<file path="src/rtl/acs_consts.svh">
// Register map, field positions and timing constants of the converter sequencing block
`ifndef ACS_CONSTS_SVH
`define ACS_CONSTS_SVH

`define ACS_OFF_CTRL0      8'h00
`define ACS_OFF_CTRL1      8'h04
`define ACS_OFF_RES_HIGH   8'h08
`define ACS_OFF_RES_LOW    8'h0C
`define ACS_OFF_STATUS     8'h10

`define ACS_C0_ON          0
`define ACS_C0_GO          1
`define ACS_C0_SEL_LO      2
`define ACS_C0_SEL_HI      6
`define ACS_C1_REF_LO      0
`define ACS_C1_REF_HI      1
`define ACS_C1_CLK_LO      4
`define ACS_C1_CLK_HI      6
`define ACS_C1_JUST        7

`define ACS_CTRL0_MASK     8'h7F
`define ACS_CTRL1_MASK     8'hF3
`define ACS_CTRL_RESET     8'h00

`define ACS_SEL_LAST_EXT   5'h1B
`define ACS_SEL_RSV_A      5'h1C
`define ACS_SEL_RSV_B      5'h1D
`define ACS_SEL_TEMP       5'h1E
`define ACS_SEL_FIXED      5'h1F

`define ACS_CLK_DIV2       3'h0
`define ACS_CLK_DIV8       3'h1
`define ACS_CLK_DIV32      3'h2
`define ACS_CLK_DIV4       3'h4
`define ACS_CLK_DIV16      3'h5
`define ACS_CLK_DIV64      3'h6

`define ACS_REF_SUPPLY     2'h0
`define ACS_REF_RSV        2'h1
`define ACS_REF_PIN        2'h2
`define ACS_REF_FIXED      2'h3

`define ACS_RES_BITS       10
`define ACS_HALF_TICKS     5'h17
`define ACS_SLEEP_WAIT_NS  40
`define ACS_CLK_NS         10
`define ACS_SLEEP_WAIT_CYC ((`ACS_SLEEP_WAIT_NS + `ACS_CLK_NS - 1) / `ACS_CLK_NS)

`define ACS_RESP_OKAY      2'h0
`define ACS_RESP_SLVERR    2'h2

`endif

</file>
<file path="src/rtl/acs_pkg.sv">
// Types shared by the converter sequencing block
package acs_pkg;
    typedef enum logic [1:0]
    {
        ACS_IDLE  = 2'b00,
        ACS_DELAY = 2'b01,
        ACS_CONV  = 2'b10
    } acs_state_t;

    typedef struct packed
    {
        logic       ref_valid;
        logic [1:0] pos_ref_select;
        logic       channel_valid;
        logic [4:0] input_selector;
        logic       sel_temp;
        logic       sel_fixed;
    } acs_route_t;
endpackage : acs_pkg

</file>
<file path="src/rtl/acs_tick_gen.sv">
// Conversion clock tick generator: half-period ticks of the selected clock
`timescale 1ns/1ns
`include "acs_consts.svh"
module acs_tick_gen
(
    input  wire logic       aclk,
    input  wire logic       aresetn,
    input  wire logic       run,
    input  wire logic [2:0] conv_clock_select,
    input  wire logic       rc_osc_sync,
    output logic            half_tick
);
    logic [5:0] div_cnt_reg;
    logic [5:0] div_cnt_next;
    logic       rc_prev_reg;
    logic       tick_reg;
    logic       tick_next;
    logic [5:0] half_div;

    // Half of the system clock divide ratio
    always_comb
    begin
        case (conv_clock_select)
            `ACS_CLK_DIV2:  half_div = 6'h01;
            `ACS_CLK_DIV4:  half_div = 6'h02;
            `ACS_CLK_DIV8:  half_div = 6'h04;
            `ACS_CLK_DIV16: half_div = 6'h08;
            `ACS_CLK_DIV32: half_div = 6'h10;
            `ACS_CLK_DIV64: half_div = 6'h20;
            default:        half_div = 6'h00;
        endcase
    end

    always_comb
    begin
        div_cnt_next = 6'h00;
        tick_next    = 1'b0;
        if (run)
        begin
            if (conv_clock_select[1:0] == 2'b11)
            begin
                tick_next = rc_osc_sync ^ rc_prev_reg;
            end
            else if (div_cnt_reg + 6'h01 >= half_div)
            begin
                tick_next = 1'b1;
            end
            else
            begin
                div_cnt_next = div_cnt_reg + 6'h01;
            end
        end
    end

    always_ff @(posedge aclk)
    begin
        if (!aresetn)
        begin
            div_cnt_reg <= 6'h00;
            rc_prev_reg <= 1'b0;
            tick_reg    <= 1'b0;
        end
        else
        begin
            div_cnt_reg <= div_cnt_next;
            rc_prev_reg <= rc_osc_sync;
            tick_reg    <= tick_next;
        end
    end

    assign half_tick = tick_reg;
endmodule : acs_tick_gen

</file>
<file path="src/rtl/acs_top.sv">
// Converter sequencing control with AXI4-Lite register access
//
// Added by the designer: the address map and the AXI4-Lite register port.
`timescale 1ns/1ns
`include "acs_consts.svh"
// Operation
// - Compare trigger sets start bit and clears the sixteen-bit timer.
// - Five-bit selector in control 0 bits 6..2; 0..27 pick external inputs.
// - Selector codes 28 and 29 connect no channel.
// - Code 30 routes temperature indicator, code 31 the fixed reference.
// - Writing one to bit 1 starts conversion; reads one while busy.
// - Hardware clears the start bit when conversion finishes.
// - Control 0 bit 0 enables converter; zero removes operating current.
// - Right justified: six top bits of high result load as zero.
// - Left justified: six bottom bits of low result load as zero.
// - Clock select divides system clock by 2,4,8,16,32,64 per code.
// - Clock codes 011 and 111 choose dedicated RC oscillator.
// - Reference field: 00 supply, 10 pin, 11 fixed, 01 reserved.
// - Left justified high result holds result bits 9..2.
// - Left justified low result bits 7..6 hold result bits 1..0.
// - Completion clears start bit, sets flag, updates both results.
// - Early clear aborts; unconverted bits copy last converted bit.
// - Full conversion takes eleven and a half conversion clock periods.
// - RC clock delays conversion start by one instruction cycle.
module acs_top
#(
    parameter int SLEEP_WAIT_CYC = `ACS_SLEEP_WAIT_CYC
)
(
    input  wire logic        aclk,
    input  wire logic        aresetn,
    input  wire logic [7:0]  s_axil_awaddr,
    input  wire logic        s_axil_awvalid,
    output logic             s_axil_awready,
    input  wire logic [31:0] s_axil_wdata,
    input  wire logic [3:0]  s_axil_wstrb,
    input  wire logic        s_axil_wvalid,
    output logic             s_axil_wready,
    output logic [1:0]       s_axil_bresp,
    output logic             s_axil_bvalid,
    input  wire logic        s_axil_bready,
    input  wire logic [7:0]  s_axil_araddr,
    input  wire logic        s_axil_arvalid,
    output logic             s_axil_arready,
    output logic [31:0]      s_axil_rdata,
    output logic [1:0]       s_axil_rresp,
    output logic             s_axil_rvalid,
    input  wire logic        s_axil_rready,
    input  wire logic        special_trigger,
    input  wire logic        rc_osc,
    input  wire logic        comparator_out,
    output logic             timer_a_clear,
    output logic             converter_power,
    output logic             sample_hold,
    output logic             dac_bit_valid,
    output logic [9:0]       dac_code,
    output acs_pkg::acs_route_t route,
    output logic             conv_done_irq_flag
);
    // ****************************************
    // Input synchronisers
    // ****************************************
    logic [1:0] trig_sync_reg;
    logic [1:0] rc_sync_reg;
    logic [1:0] cmp_sync_reg;
    logic       trig_prev_reg;

    always_ff @(posedge aclk)
    begin
        if (!aresetn)
        begin
            trig_sync_reg <= 2'h0;
            rc_sync_reg   <= 2'h0;
            cmp_sync_reg  <= 2'h0;
            trig_prev_reg <= 1'b0;
        end
        else
        begin
            trig_sync_reg <= {trig_sync_reg[0], special_trigger};
            rc_sync_reg   <= {rc_sync_reg[0], rc_osc};
            cmp_sync_reg  <= {cmp_sync_reg[0], comparator_out};
            trig_prev_reg <= trig_sync_reg[1];
        end
    end

    logic trig_event;
    assign trig_event = trig_sync_reg[1] & ~trig_prev_reg;

    // ****************************************
    // AXI4-Lite slave
    // ****************************************
    logic        aw_held_reg, aw_held_next;
    logic [7:0]  aw_addr_reg, aw_addr_next;
    logic        w_held_reg, w_held_next;
    logic [31:0] w_data_reg, w_data_next;
    logic        w_strb_reg, w_strb_next;
    logic        bvalid_reg, bvalid_next;
    logic [1:0]  bresp_reg, bresp_next;
    logic        rvalid_reg, rvalid_next;
    logic [31:0] rdata_reg, rdata_next;
    logic [1:0]  rresp_reg, rresp_next;
    logic        wr_fire;
    logic        awready_reg, wready_reg, arready_reg;

    function automatic logic addr_mapped(input logic [7:0] a);
        addr_mapped = (a == `ACS_OFF_CTRL0) || (a == `ACS_OFF_CTRL1) ||
                      (a == `ACS_OFF_RES_HIGH) || (a == `ACS_OFF_RES_LOW) ||
                      (a == `ACS_OFF_STATUS);
    endfunction : addr_mapped

    // ****************************************
    // Register and sequencer state
    // ****************************************
    logic [7:0]  ctrl0_reg, ctrl0_next;
    logic [7:0]  ctrl1_reg, ctrl1_next;
    logic [7:0]  res_high_reg, res_high_next;
    logic [7:0]  res_low_reg, res_low_next;
    logic        flag_reg, flag_next;
    logic        tclr_reg, tclr_next;
    acs_pkg::acs_state_t state_reg, state_next;
    logic [4:0]  half_cnt_reg, half_cnt_next;
    logic [9:0]  sar_reg, sar_next;
    logic [3:0]  bit_idx_reg, bit_idx_next;
    logic [15:0] wait_cnt_reg, wait_cnt_next;
    logic        sh_reg, sh_next;
    logic        half_tick;
    logic        rc_mode;
    logic        load_res;
    logic [9:0]  load_val;

    assign rc_mode = (ctrl1_reg[`ACS_C1_CLK_LO +: 2] == 2'b11);

    acs_tick_gen u_tick
    (
        .aclk              (aclk),
        .aresetn           (aresetn),
        .run               (state_reg == acs_pkg::ACS_CONV),
        .conv_clock_select (ctrl1_reg[`ACS_C1_CLK_HI:`ACS_C1_CLK_LO]),
        .rc_osc_sync       (rc_sync_reg[1]),
        .half_tick         (half_tick)
    );

    // Partial result: unconverted bits copy the last decided bit
    function automatic logic [9:0] fill_partial(input logic [9:0] v, input logic [3:0] idx);
        logic [9:0] r;
        r = v;
        if (idx < 4'd10)
        begin
            for (int i = 0; i < 10; i++)
            begin
                if (i < idx)
                begin
                    r[i] = v[idx];
                end
            end
        end
        fill_partial = r;
    endfunction : fill_partial

    always_comb
    begin
        aw_held_next = aw_held_reg;
        aw_addr_next = aw_addr_reg;
        w_held_next  = w_held_reg;
        w_data_next  = w_data_reg;
        w_strb_next  = w_strb_reg;
        bvalid_next  = bvalid_reg & ~s_axil_bready;
        bresp_next   = bresp_reg;
        rvalid_next  = rvalid_reg & ~s_axil_rready;
        rdata_next   = rdata_reg;
        rresp_next   = rresp_reg;
        if (s_axil_awvalid && !aw_held_reg)
        begin
            aw_held_next = 1'b1;
            aw_addr_next = s_axil_awaddr;
        end
        if (s_axil_wvalid && !w_held_reg)
        begin
            w_held_next = 1'b1;
            w_data_next = s_axil_wdata;
            w_strb_next = s_axil_wstrb[0];
        end
        wr_fire = aw_held_reg && w_held_reg && !bvalid_reg;
        if (wr_fire)
        begin
            aw_held_next = 1'b0;
            w_held_next  = 1'b0;
            bvalid_next  = 1'b1;
            bresp_next   = addr_mapped(aw_addr_reg) ? `ACS_RESP_OKAY : `ACS_RESP_SLVERR;
        end
        if (s_axil_arvalid && !rvalid_reg)
        begin
            rvalid_next = 1'b1;
            rresp_next  = addr_mapped(s_axil_araddr) ? `ACS_RESP_OKAY : `ACS_RESP_SLVERR;
            case (s_axil_araddr)
                `ACS_OFF_CTRL0:    rdata_next = {24'h000000, ctrl0_reg};
                `ACS_OFF_CTRL1:    rdata_next = {24'h000000, ctrl1_reg};
                `ACS_OFF_RES_HIGH: rdata_next = {24'h000000, res_high_reg};
                `ACS_OFF_RES_LOW:  rdata_next = {24'h000000, res_low_reg};
                `ACS_OFF_STATUS:   rdata_next = {31'h00000000, flag_reg};
                default:           rdata_next = 32'h00000000;
            endcase
        end
    end

    // ****************************************
    // Sequencer and register updates
    // ****************************************
    always_comb
    begin
        ctrl0_next    = ctrl0_reg;
        ctrl1_next    = ctrl1_reg;
        res_high_next = res_high_reg;
        res_low_next  = res_low_reg;
        flag_next     = flag_reg;
        tclr_next     = 1'b0;
        state_next    = state_reg;
        half_cnt_next = half_cnt_reg;
        sar_next      = sar_reg;
        bit_idx_next  = bit_idx_reg;
        wait_cnt_next = wait_cnt_reg;
        sh_next       = 1'b0;
        load_res      = 1'b0;
        load_val      = sar_reg;
        if (wr_fire && w_strb_reg)
        begin
            case (aw_addr_reg)
                `ACS_OFF_CTRL0:    ctrl0_next = w_data_reg[7:0] & `ACS_CTRL0_MASK;
                `ACS_OFF_CTRL1:    ctrl1_next = w_data_reg[7:0] & `ACS_CTRL1_MASK;
                `ACS_OFF_RES_HIGH: res_high_next = w_data_reg[7:0];
                `ACS_OFF_RES_LOW:  res_low_next = w_data_reg[7:0];
                `ACS_OFF_STATUS:   flag_next = flag_reg & ~w_data_reg[0];
                default:           ctrl0_next = ctrl0_reg;
            endcase
        end
        if (trig_event)
        begin
            ctrl0_next[`ACS_C0_GO] = 1'b1;
            tclr_next = 1'b1;
        end
        case (state_reg)
            acs_pkg::ACS_IDLE:
            begin
                if (ctrl0_next[`ACS_C0_GO] && ctrl0_next[`ACS_C0_ON])
                begin
                    wait_cnt_next = 16'h0000;
                    sar_next      = 10'h000;
                    bit_idx_next  = 4'd10;
                    half_cnt_next = 5'h00;
                    state_next    = rc_mode ? acs_pkg::ACS_DELAY : acs_pkg::ACS_CONV;
                end
                else
                begin
                    ctrl0_next[`ACS_C0_GO] = 1'b0;
                end
            end
            acs_pkg::ACS_DELAY:
            begin
                wait_cnt_next = wait_cnt_reg + 16'h0001;
                if (wait_cnt_reg + 16'h0001 >= 16'(SLEEP_WAIT_CYC))
                begin
                    state_next = acs_pkg::ACS_CONV;
                end
            end
            acs_pkg::ACS_CONV:
            begin
                sh_next = (half_cnt_reg < 5'h02);
                if (half_tick)
                begin
                    half_cnt_next = half_cnt_reg + 5'h01;
                    // Bit decisions on every second half period after sampling
                    if (half_cnt_reg >= 5'h02 && half_cnt_reg[0] && bit_idx_reg != 4'd0)
                    begin
                        sar_next[bit_idx_reg - 4'd1] = cmp_sync_reg[1];
                        bit_idx_next = bit_idx_reg - 4'd1;
                    end
                    if (half_cnt_reg + 5'h01 >= `ACS_HALF_TICKS)
                    begin
                        load_res   = 1'b1;
                        state_next = acs_pkg::ACS_IDLE;
                        ctrl0_next[`ACS_C0_GO] = 1'b0;
                    end
                end
            end
            default:
            begin
                state_next = acs_pkg::ACS_IDLE;
            end
        endcase
        if (state_reg != acs_pkg::ACS_IDLE && !load_res &&
            (!ctrl0_next[`ACS_C0_GO] || !ctrl0_next[`ACS_C0_ON]))
        begin
            load_res   = 1'b1;
            load_val   = fill_partial(sar_reg, bit_idx_reg);
            state_next = acs_pkg::ACS_IDLE;
            ctrl0_next[`ACS_C0_GO] = 1'b0;
        end
        if (load_res)
        begin
            flag_next = 1'b1;
            if (ctrl1_reg[`ACS_C1_JUST])
            begin
                res_high_next = {6'h00, load_val[9:8]};
                res_low_next  = load_val[7:0];
            end
            else
            begin
                res_high_next = load_val[9:2];
                res_low_next  = {load_val[1:0], 6'h00};
            end
        end
    end

    always_ff @(posedge aclk)
    begin
        if (!aresetn)
        begin
            aw_held_reg  <= 1'b0;
            awready_reg  <= 1'b1;
            wready_reg   <= 1'b1;
            arready_reg  <= 1'b1;
            aw_addr_reg  <= 8'h00;
            w_held_reg   <= 1'b0;
            w_data_reg   <= 32'h00000000;
            w_strb_reg   <= 1'b0;
            bvalid_reg   <= 1'b0;
            bresp_reg    <= `ACS_RESP_OKAY;
            rvalid_reg   <= 1'b0;
            rdata_reg    <= 32'h00000000;
            rresp_reg    <= `ACS_RESP_OKAY;
            ctrl0_reg    <= `ACS_CTRL_RESET;
            ctrl1_reg    <= `ACS_CTRL_RESET;
            res_high_reg <= 8'h00;
            res_low_reg  <= 8'h00;
            flag_reg     <= 1'b0;
            tclr_reg     <= 1'b0;
            state_reg    <= acs_pkg::ACS_IDLE;
            half_cnt_reg <= 5'h00;
            sar_reg      <= 10'h000;
            bit_idx_reg  <= 4'd0;
            wait_cnt_reg <= 16'h0000;
            sh_reg       <= 1'b0;
        end
        else
        begin
            aw_held_reg  <= aw_held_next;
            awready_reg  <= !aw_held_next;
            wready_reg   <= !w_held_next;
            arready_reg  <= !rvalid_next;
            aw_addr_reg  <= aw_addr_next;
            w_held_reg   <= w_held_next;
            w_data_reg   <= w_data_next;
            w_strb_reg   <= w_strb_next;
            bvalid_reg   <= bvalid_next;
            bresp_reg    <= bresp_next;
            rvalid_reg   <= rvalid_next;
            rdata_reg    <= rdata_next;
            rresp_reg    <= rresp_next;
            ctrl0_reg    <= ctrl0_next;
            ctrl1_reg    <= ctrl1_next;
            res_high_reg <= res_high_next;
            res_low_reg  <= res_low_next;
            flag_reg     <= flag_next;
            tclr_reg     <= tclr_next;
            state_reg    <= state_next;
            half_cnt_reg <= half_cnt_next;
            sar_reg      <= sar_next;
            bit_idx_reg  <= bit_idx_next;
            wait_cnt_reg <= wait_cnt_next;
            sh_reg       <= sh_next;
        end
    end

    // ****************************************
    // Analog side controls
    // ****************************************
    logic                dac_valid_reg;
    acs_pkg::acs_route_t route_reg;
    logic [4:0]          sel;

    assign sel = ctrl0_reg[`ACS_C0_SEL_HI:`ACS_C0_SEL_LO];

    always_ff @(posedge aclk)
    begin
        if (!aresetn)
        begin
            dac_valid_reg <= 1'b0;
            route_reg     <= '0;
        end
        else
        begin
            dac_valid_reg            <= (state_reg == acs_pkg::ACS_CONV);
            route_reg.channel_valid  <= (sel <= `ACS_SEL_LAST_EXT);
            route_reg.input_selector <= sel;
            route_reg.sel_temp       <= (sel == `ACS_SEL_TEMP);
            route_reg.sel_fixed      <= (sel == `ACS_SEL_FIXED);
            route_reg.pos_ref_select <= ctrl1_reg[`ACS_C1_REF_HI:`ACS_C1_REF_LO];
            route_reg.ref_valid      <= (ctrl1_reg[`ACS_C1_REF_HI:`ACS_C1_REF_LO] != `ACS_REF_RSV);
        end
    end

    // Trial code: decided bits, current trial bit set
    logic [9:0] trial_code;
    always_comb
    begin
        trial_code = sar_reg;
        if (bit_idx_reg != 4'd0 && bit_idx_reg <= 4'd10)
        begin
            trial_code[bit_idx_reg - 4'd1] = 1'b1;
        end
    end

    logic [9:0] dac_code_reg;
    always_ff @(posedge aclk)
    begin
        if (!aresetn)
        begin
            dac_code_reg <= 10'h000;
        end
        else
        begin
            dac_code_reg <= trial_code;
        end
    end

    assign s_axil_awready     = awready_reg;
    assign s_axil_wready      = wready_reg;
    assign s_axil_bvalid      = bvalid_reg;
    assign s_axil_bresp       = bresp_reg;
    assign s_axil_arready     = arready_reg;
    assign s_axil_rvalid      = rvalid_reg;
    assign s_axil_rdata       = rdata_reg;
    assign s_axil_rresp       = rresp_reg;
    assign timer_a_clear      = tclr_reg;
    assign converter_power    = ctrl0_reg[`ACS_C0_ON];
    assign sample_hold        = sh_reg;
    assign dac_bit_valid      = dac_valid_reg;
    assign dac_code           = dac_code_reg;
    assign route              = route_reg;
    assign conv_done_irq_flag = flag_reg;
endmodule : acs_top

</file>
<file path="config.mk">
export PLATFORM = sky130hd
export DESIGN_NAME = acs_top
export DESIGN_NICKNAME = d
export VERILOG_FILES = /design/src/rtl/acs_pkg.sv /design/src/rtl/acs_tick_gen.sv /design/src/rtl/acs_top.sv
export VERILOG_INCLUDE_DIRS = /design/src /design/src/rtl
export SDC_FILE = /design/constraint.sdc
export NUM_CORES = 1
export LEC_CHECK = 0
export BUFFER_PORTS_ARGS = -buffer_cell sky130_fd_sc_hd__buf_2
export CAP_MARGIN = 20
export CORE_MARGIN = 1
export CORE_UTILIZATION = 50
export DETAILED_ROUTE_END_ITERATION = 16
export PLACE_DENSITY = 0.81
export SLEW_MARGIN = 20
export SYNTH_ARGS = -nofsm -noshare
export SYNTH_HDL_FRONTEND = slang
export SYNTH_SLANG_ARGS = --single-unit
</file>
<file path="constraint.sdc">
create_clock -name aclk -period 2.2 [get_ports aclk]
set_input_delay 0.44 -clock aclk [delete_from_list [all_inputs] [get_ports aclk]]
set_output_delay 0.44 -clock aclk [all_outputs]
set_load 0.01 [all_outputs]
</file>
==> flow_summary_export.csv <==
group,metric,value,unit
worst_hold_path,hp-class,"primary input to flop",
final_layout,regArea,0.00282,mm^2
critical_path,critical-path-max-stage-delay,0.52,ns
global_routing,grt_pass1_vias,6017,
global_routing,grtUsageTotal,0.264,
global_routing,grt_pass1_wl,29400,um
critical_path,cp.depth,9,
sta,rsz0062_at_grt,"true",
cts,clock-sinks,140,
synth,yosysSeqAreaShare,0.408,
final_layout,nNetsFinal,1028,
synth,synth_top_area_frac,0.408,
floorplan,floorplan.initialDensity,0.515,
route,via_count,6533,
sta,fin_crit,2.52,ns
cts,clkSlewWorstSetupHoldPaths,0.06,ns
cts,postCtsHoldBufs,0,
synth,synthDistinctLibCells,68,
critical_path,cp_max_fo,8,
sta,worst_pin_slew,0.708,ns
final_layout,post-route-cell-area,0.00913,mm^2
power_and_ir_drop,internal-power,4.37,mW
sta,slew_headroom,0.526,
synth,ys_ff_latch,140,
critical_path,crit_required,2.51,ns
global_routing,grt_overflow,0,
critical_path,start_kind,"flop",
status,status,"finished, violations left",
synth,yosysTopAreaCell,"dfxtp_1",
floorplan,die_w,119,um
placement,gp_congestion,0.898,
synth,yosys_warnings,0,
floorplan,ioPinCount,129,
critical_path,path_cells,"nor4_4, nand3_4, mux2i_4, a211oi_4, buf_6, buf_4, a21oi_4, nor3_1, o311a_1",
cts,cts-buffers-inserted,17,
power_and_ir_drop,swShare,0.230,
cts,cts_tree,"built",
route,drt_iter0_markers,719,
synth,ys.flop_type,"dfxtp_1",
synth,synth_edf_count,0,
final_layout,largest_register_ffs,16,
synth,synthArstFlopShare,0,
route,wl_per_cell,17.0,um
synth,syn_avg_cell_area,8.58,um^2
sta,setup_ws,-0.320,ns
synth,synth.most_common_cell,"dfxtp_1",
floorplan,die_area,0.0142,mm^2
power_and_ir_drop,p_leak,3.85,nW
route,drt_pass1_iterations,6,
power_and_ir_drop,power,5.67,mW
critical_path,reg2reg_slack,-0.32,ns
sta,fin_skew,0.00718,ns
critical_path,crit_buf_inv,2,
sta,hold_viol,0,
flow_run,drv_cap,0,
placement,dp_hpwl,12500,um
sta,setup_viol_count_final,33,
critical_path,crit_slowest_cell,"mux2i_4",
placement,pre_cts_ws,-0.518,ns
route,vias_per_cell,5.74,
synth,netlist_area,0.00687,mm^2
final_layout,multi_input_area,0.00420,mm^2
global_routing,antenna_found_initial,0,
critical_path,end_kind,"flop",
power_and_ir_drop,seq_power_share,0.460,
synth,synthCells,801,
route,route.detailed.drc,0,
power_and_ir_drop,pwr-share-comb,0.055,
sta,fin_crit_sh,1.15,
final_layout,drive_gt1_frac,0.318,
status,violations,"negative setup slack",
synth,yosys-top-cells-area,"dfxtp_1 (41%), nor2_1 (6.5%), mux2i_1 (5.7%), a21oi_1 (3.9%), nand2_1 (3.5%)",
route,ant_nets,0,
floorplan,fp-row-count,42,
placement,dpl_cell_area,0.00795,mm^2
route,drt-total-wl,19400,um
critical_path,cp.arrival,2.83,ns
placement,io_buffers,75,
sta,clock.fmax,397,MHz
final_layout,syn_to_final_growth,32.9,%
power_and_ir_drop,powerDensity,621,mW/mm^2
final_layout,n_fill_cell,986,
synth,synth_common_cells,"dfxtp_1 (140), nor2_1 (119), nand2_1 (64)",
final_layout,insertedDiodeCount,0,
critical_path,crit_start,"aw_addr_reg[7]",
cts,worstSkewPairLatency,0.43,ns
power_and_ir_drop,switching_power,1.30,mW
critical_path,worst-r2r-cell-count,9,
critical_path,r2r-end,"res_high_reg[0]",
floorplan,chipHeight,119,um
critical_path,cp_top_family,"compound AO/OA/AOI/OAI gates",
cts,cts-root-buf,"clkbuf_16",
floorplan,core-area,0.0133,mm^2
power_and_ir_drop,peakVddDrop,536,uV
power_and_ir_drop,p_clk_frac,0.486,
sta,slew_violations,0,
critical_path,path_class,"flop to flop",
global_routing,grt_start_max_net_pins,26,
cts,htreeDepth,4,
critical_path,endpoint,"res_high_reg[0]",
critical_path,reg2reg_from,"aw_addr_reg[7]",
cts,clock_path_buffers,2,
sta,fin_tns_setup,-6.93,ns
## cell usage in the layout (no fill, tap or decap), drive strengths merged, types with 26 or more instances in the layout
master  Yosys  final
conb        1     26
dfxtp     140    140
a21oi      54     54
nor2      119    119
mux2i      40     40
nand3      32     32
nand2      64     64
o21ai      41     41
buf        41    174
## logic make-up (layout without fill, tap and decap cells)
logic type,Yosys count,count (layout),synth area share
buffers and inverters,89,226,0.0657
multiplexers,55,55,0.0960
AO/OA/AOI/OAI,164,164,0.159
other,1,26,0.000546
XOR/XNOR,14,14,0.0178
AND/OR/NAND/NOR,322,322,0.224
adder cells (fa/ha/maj),16,16,0.0291
flip-flops,140,140,0.408
## routing by layer
metal / track usage / vias to the layer above / wire, um
met2: 0.431 / 329 / 9150
li1: - / 3070 / -
met1: 0.326 / 3051 / 8090
met4: 0.129 / 0 / 779
met3: 0.0632 / 83 / 1370
met5: 0 / - / 0
## how the worst min path moves through the flow
stage | start | to | depth (start not counted)
floorplan | trig_prev_reg | timer_a_clear | 1
global placement | trig_prev_reg | timer_a_clear | 1
detailed placement | trig_prev_reg | timer_a_clear | 1
CTS | comparator_out | cmp_sync_reg[0] | 2
global route | special_trigger | trig_sync_reg[0] | 2
finish | comparator_out | cmp_sync_reg[0] | 2
## through the flow
step	std cells	utilization	hold WS (ns)
finish	1139	0.684	0.219
detailed placement	1094	0.595	0.418
global route	1139	0.684	0.217
floorplan	826	-	0.392
CTS	1137	0.663	0.206
global placement	1094	0.595	0.406
## what timing repair did
action / in CTS / in global routing
endpoints found under the setup margin: 46 / 64
resized for setup: 46 / 66
cloned: 1 / 0
pin swaps: 15 / 27
setup buffers: 10 / 4
## area by class of cell
class,count,share of cell area
inverters,20,0.00822
flip-flops and latches,140,0.309
clock inverters,10,0.00973
well taps,176,0.0241
multi-input cells,597,0.460
repair buffers,174,0.136
clock buffers,22,0.0530
## power by group through the flow
stage               logic (mW)  clock network (mW)  registers, mW
floorplan                0.185                   0           2.66
global placement         0.282                   0           2.66
detailed placement       0.288                   0           2.66
CTS                      0.299                2.77           2.61
global route             0.336                2.90           2.61
finish                   0.310                2.75           2.61
(Power assumes the default switching activity.)
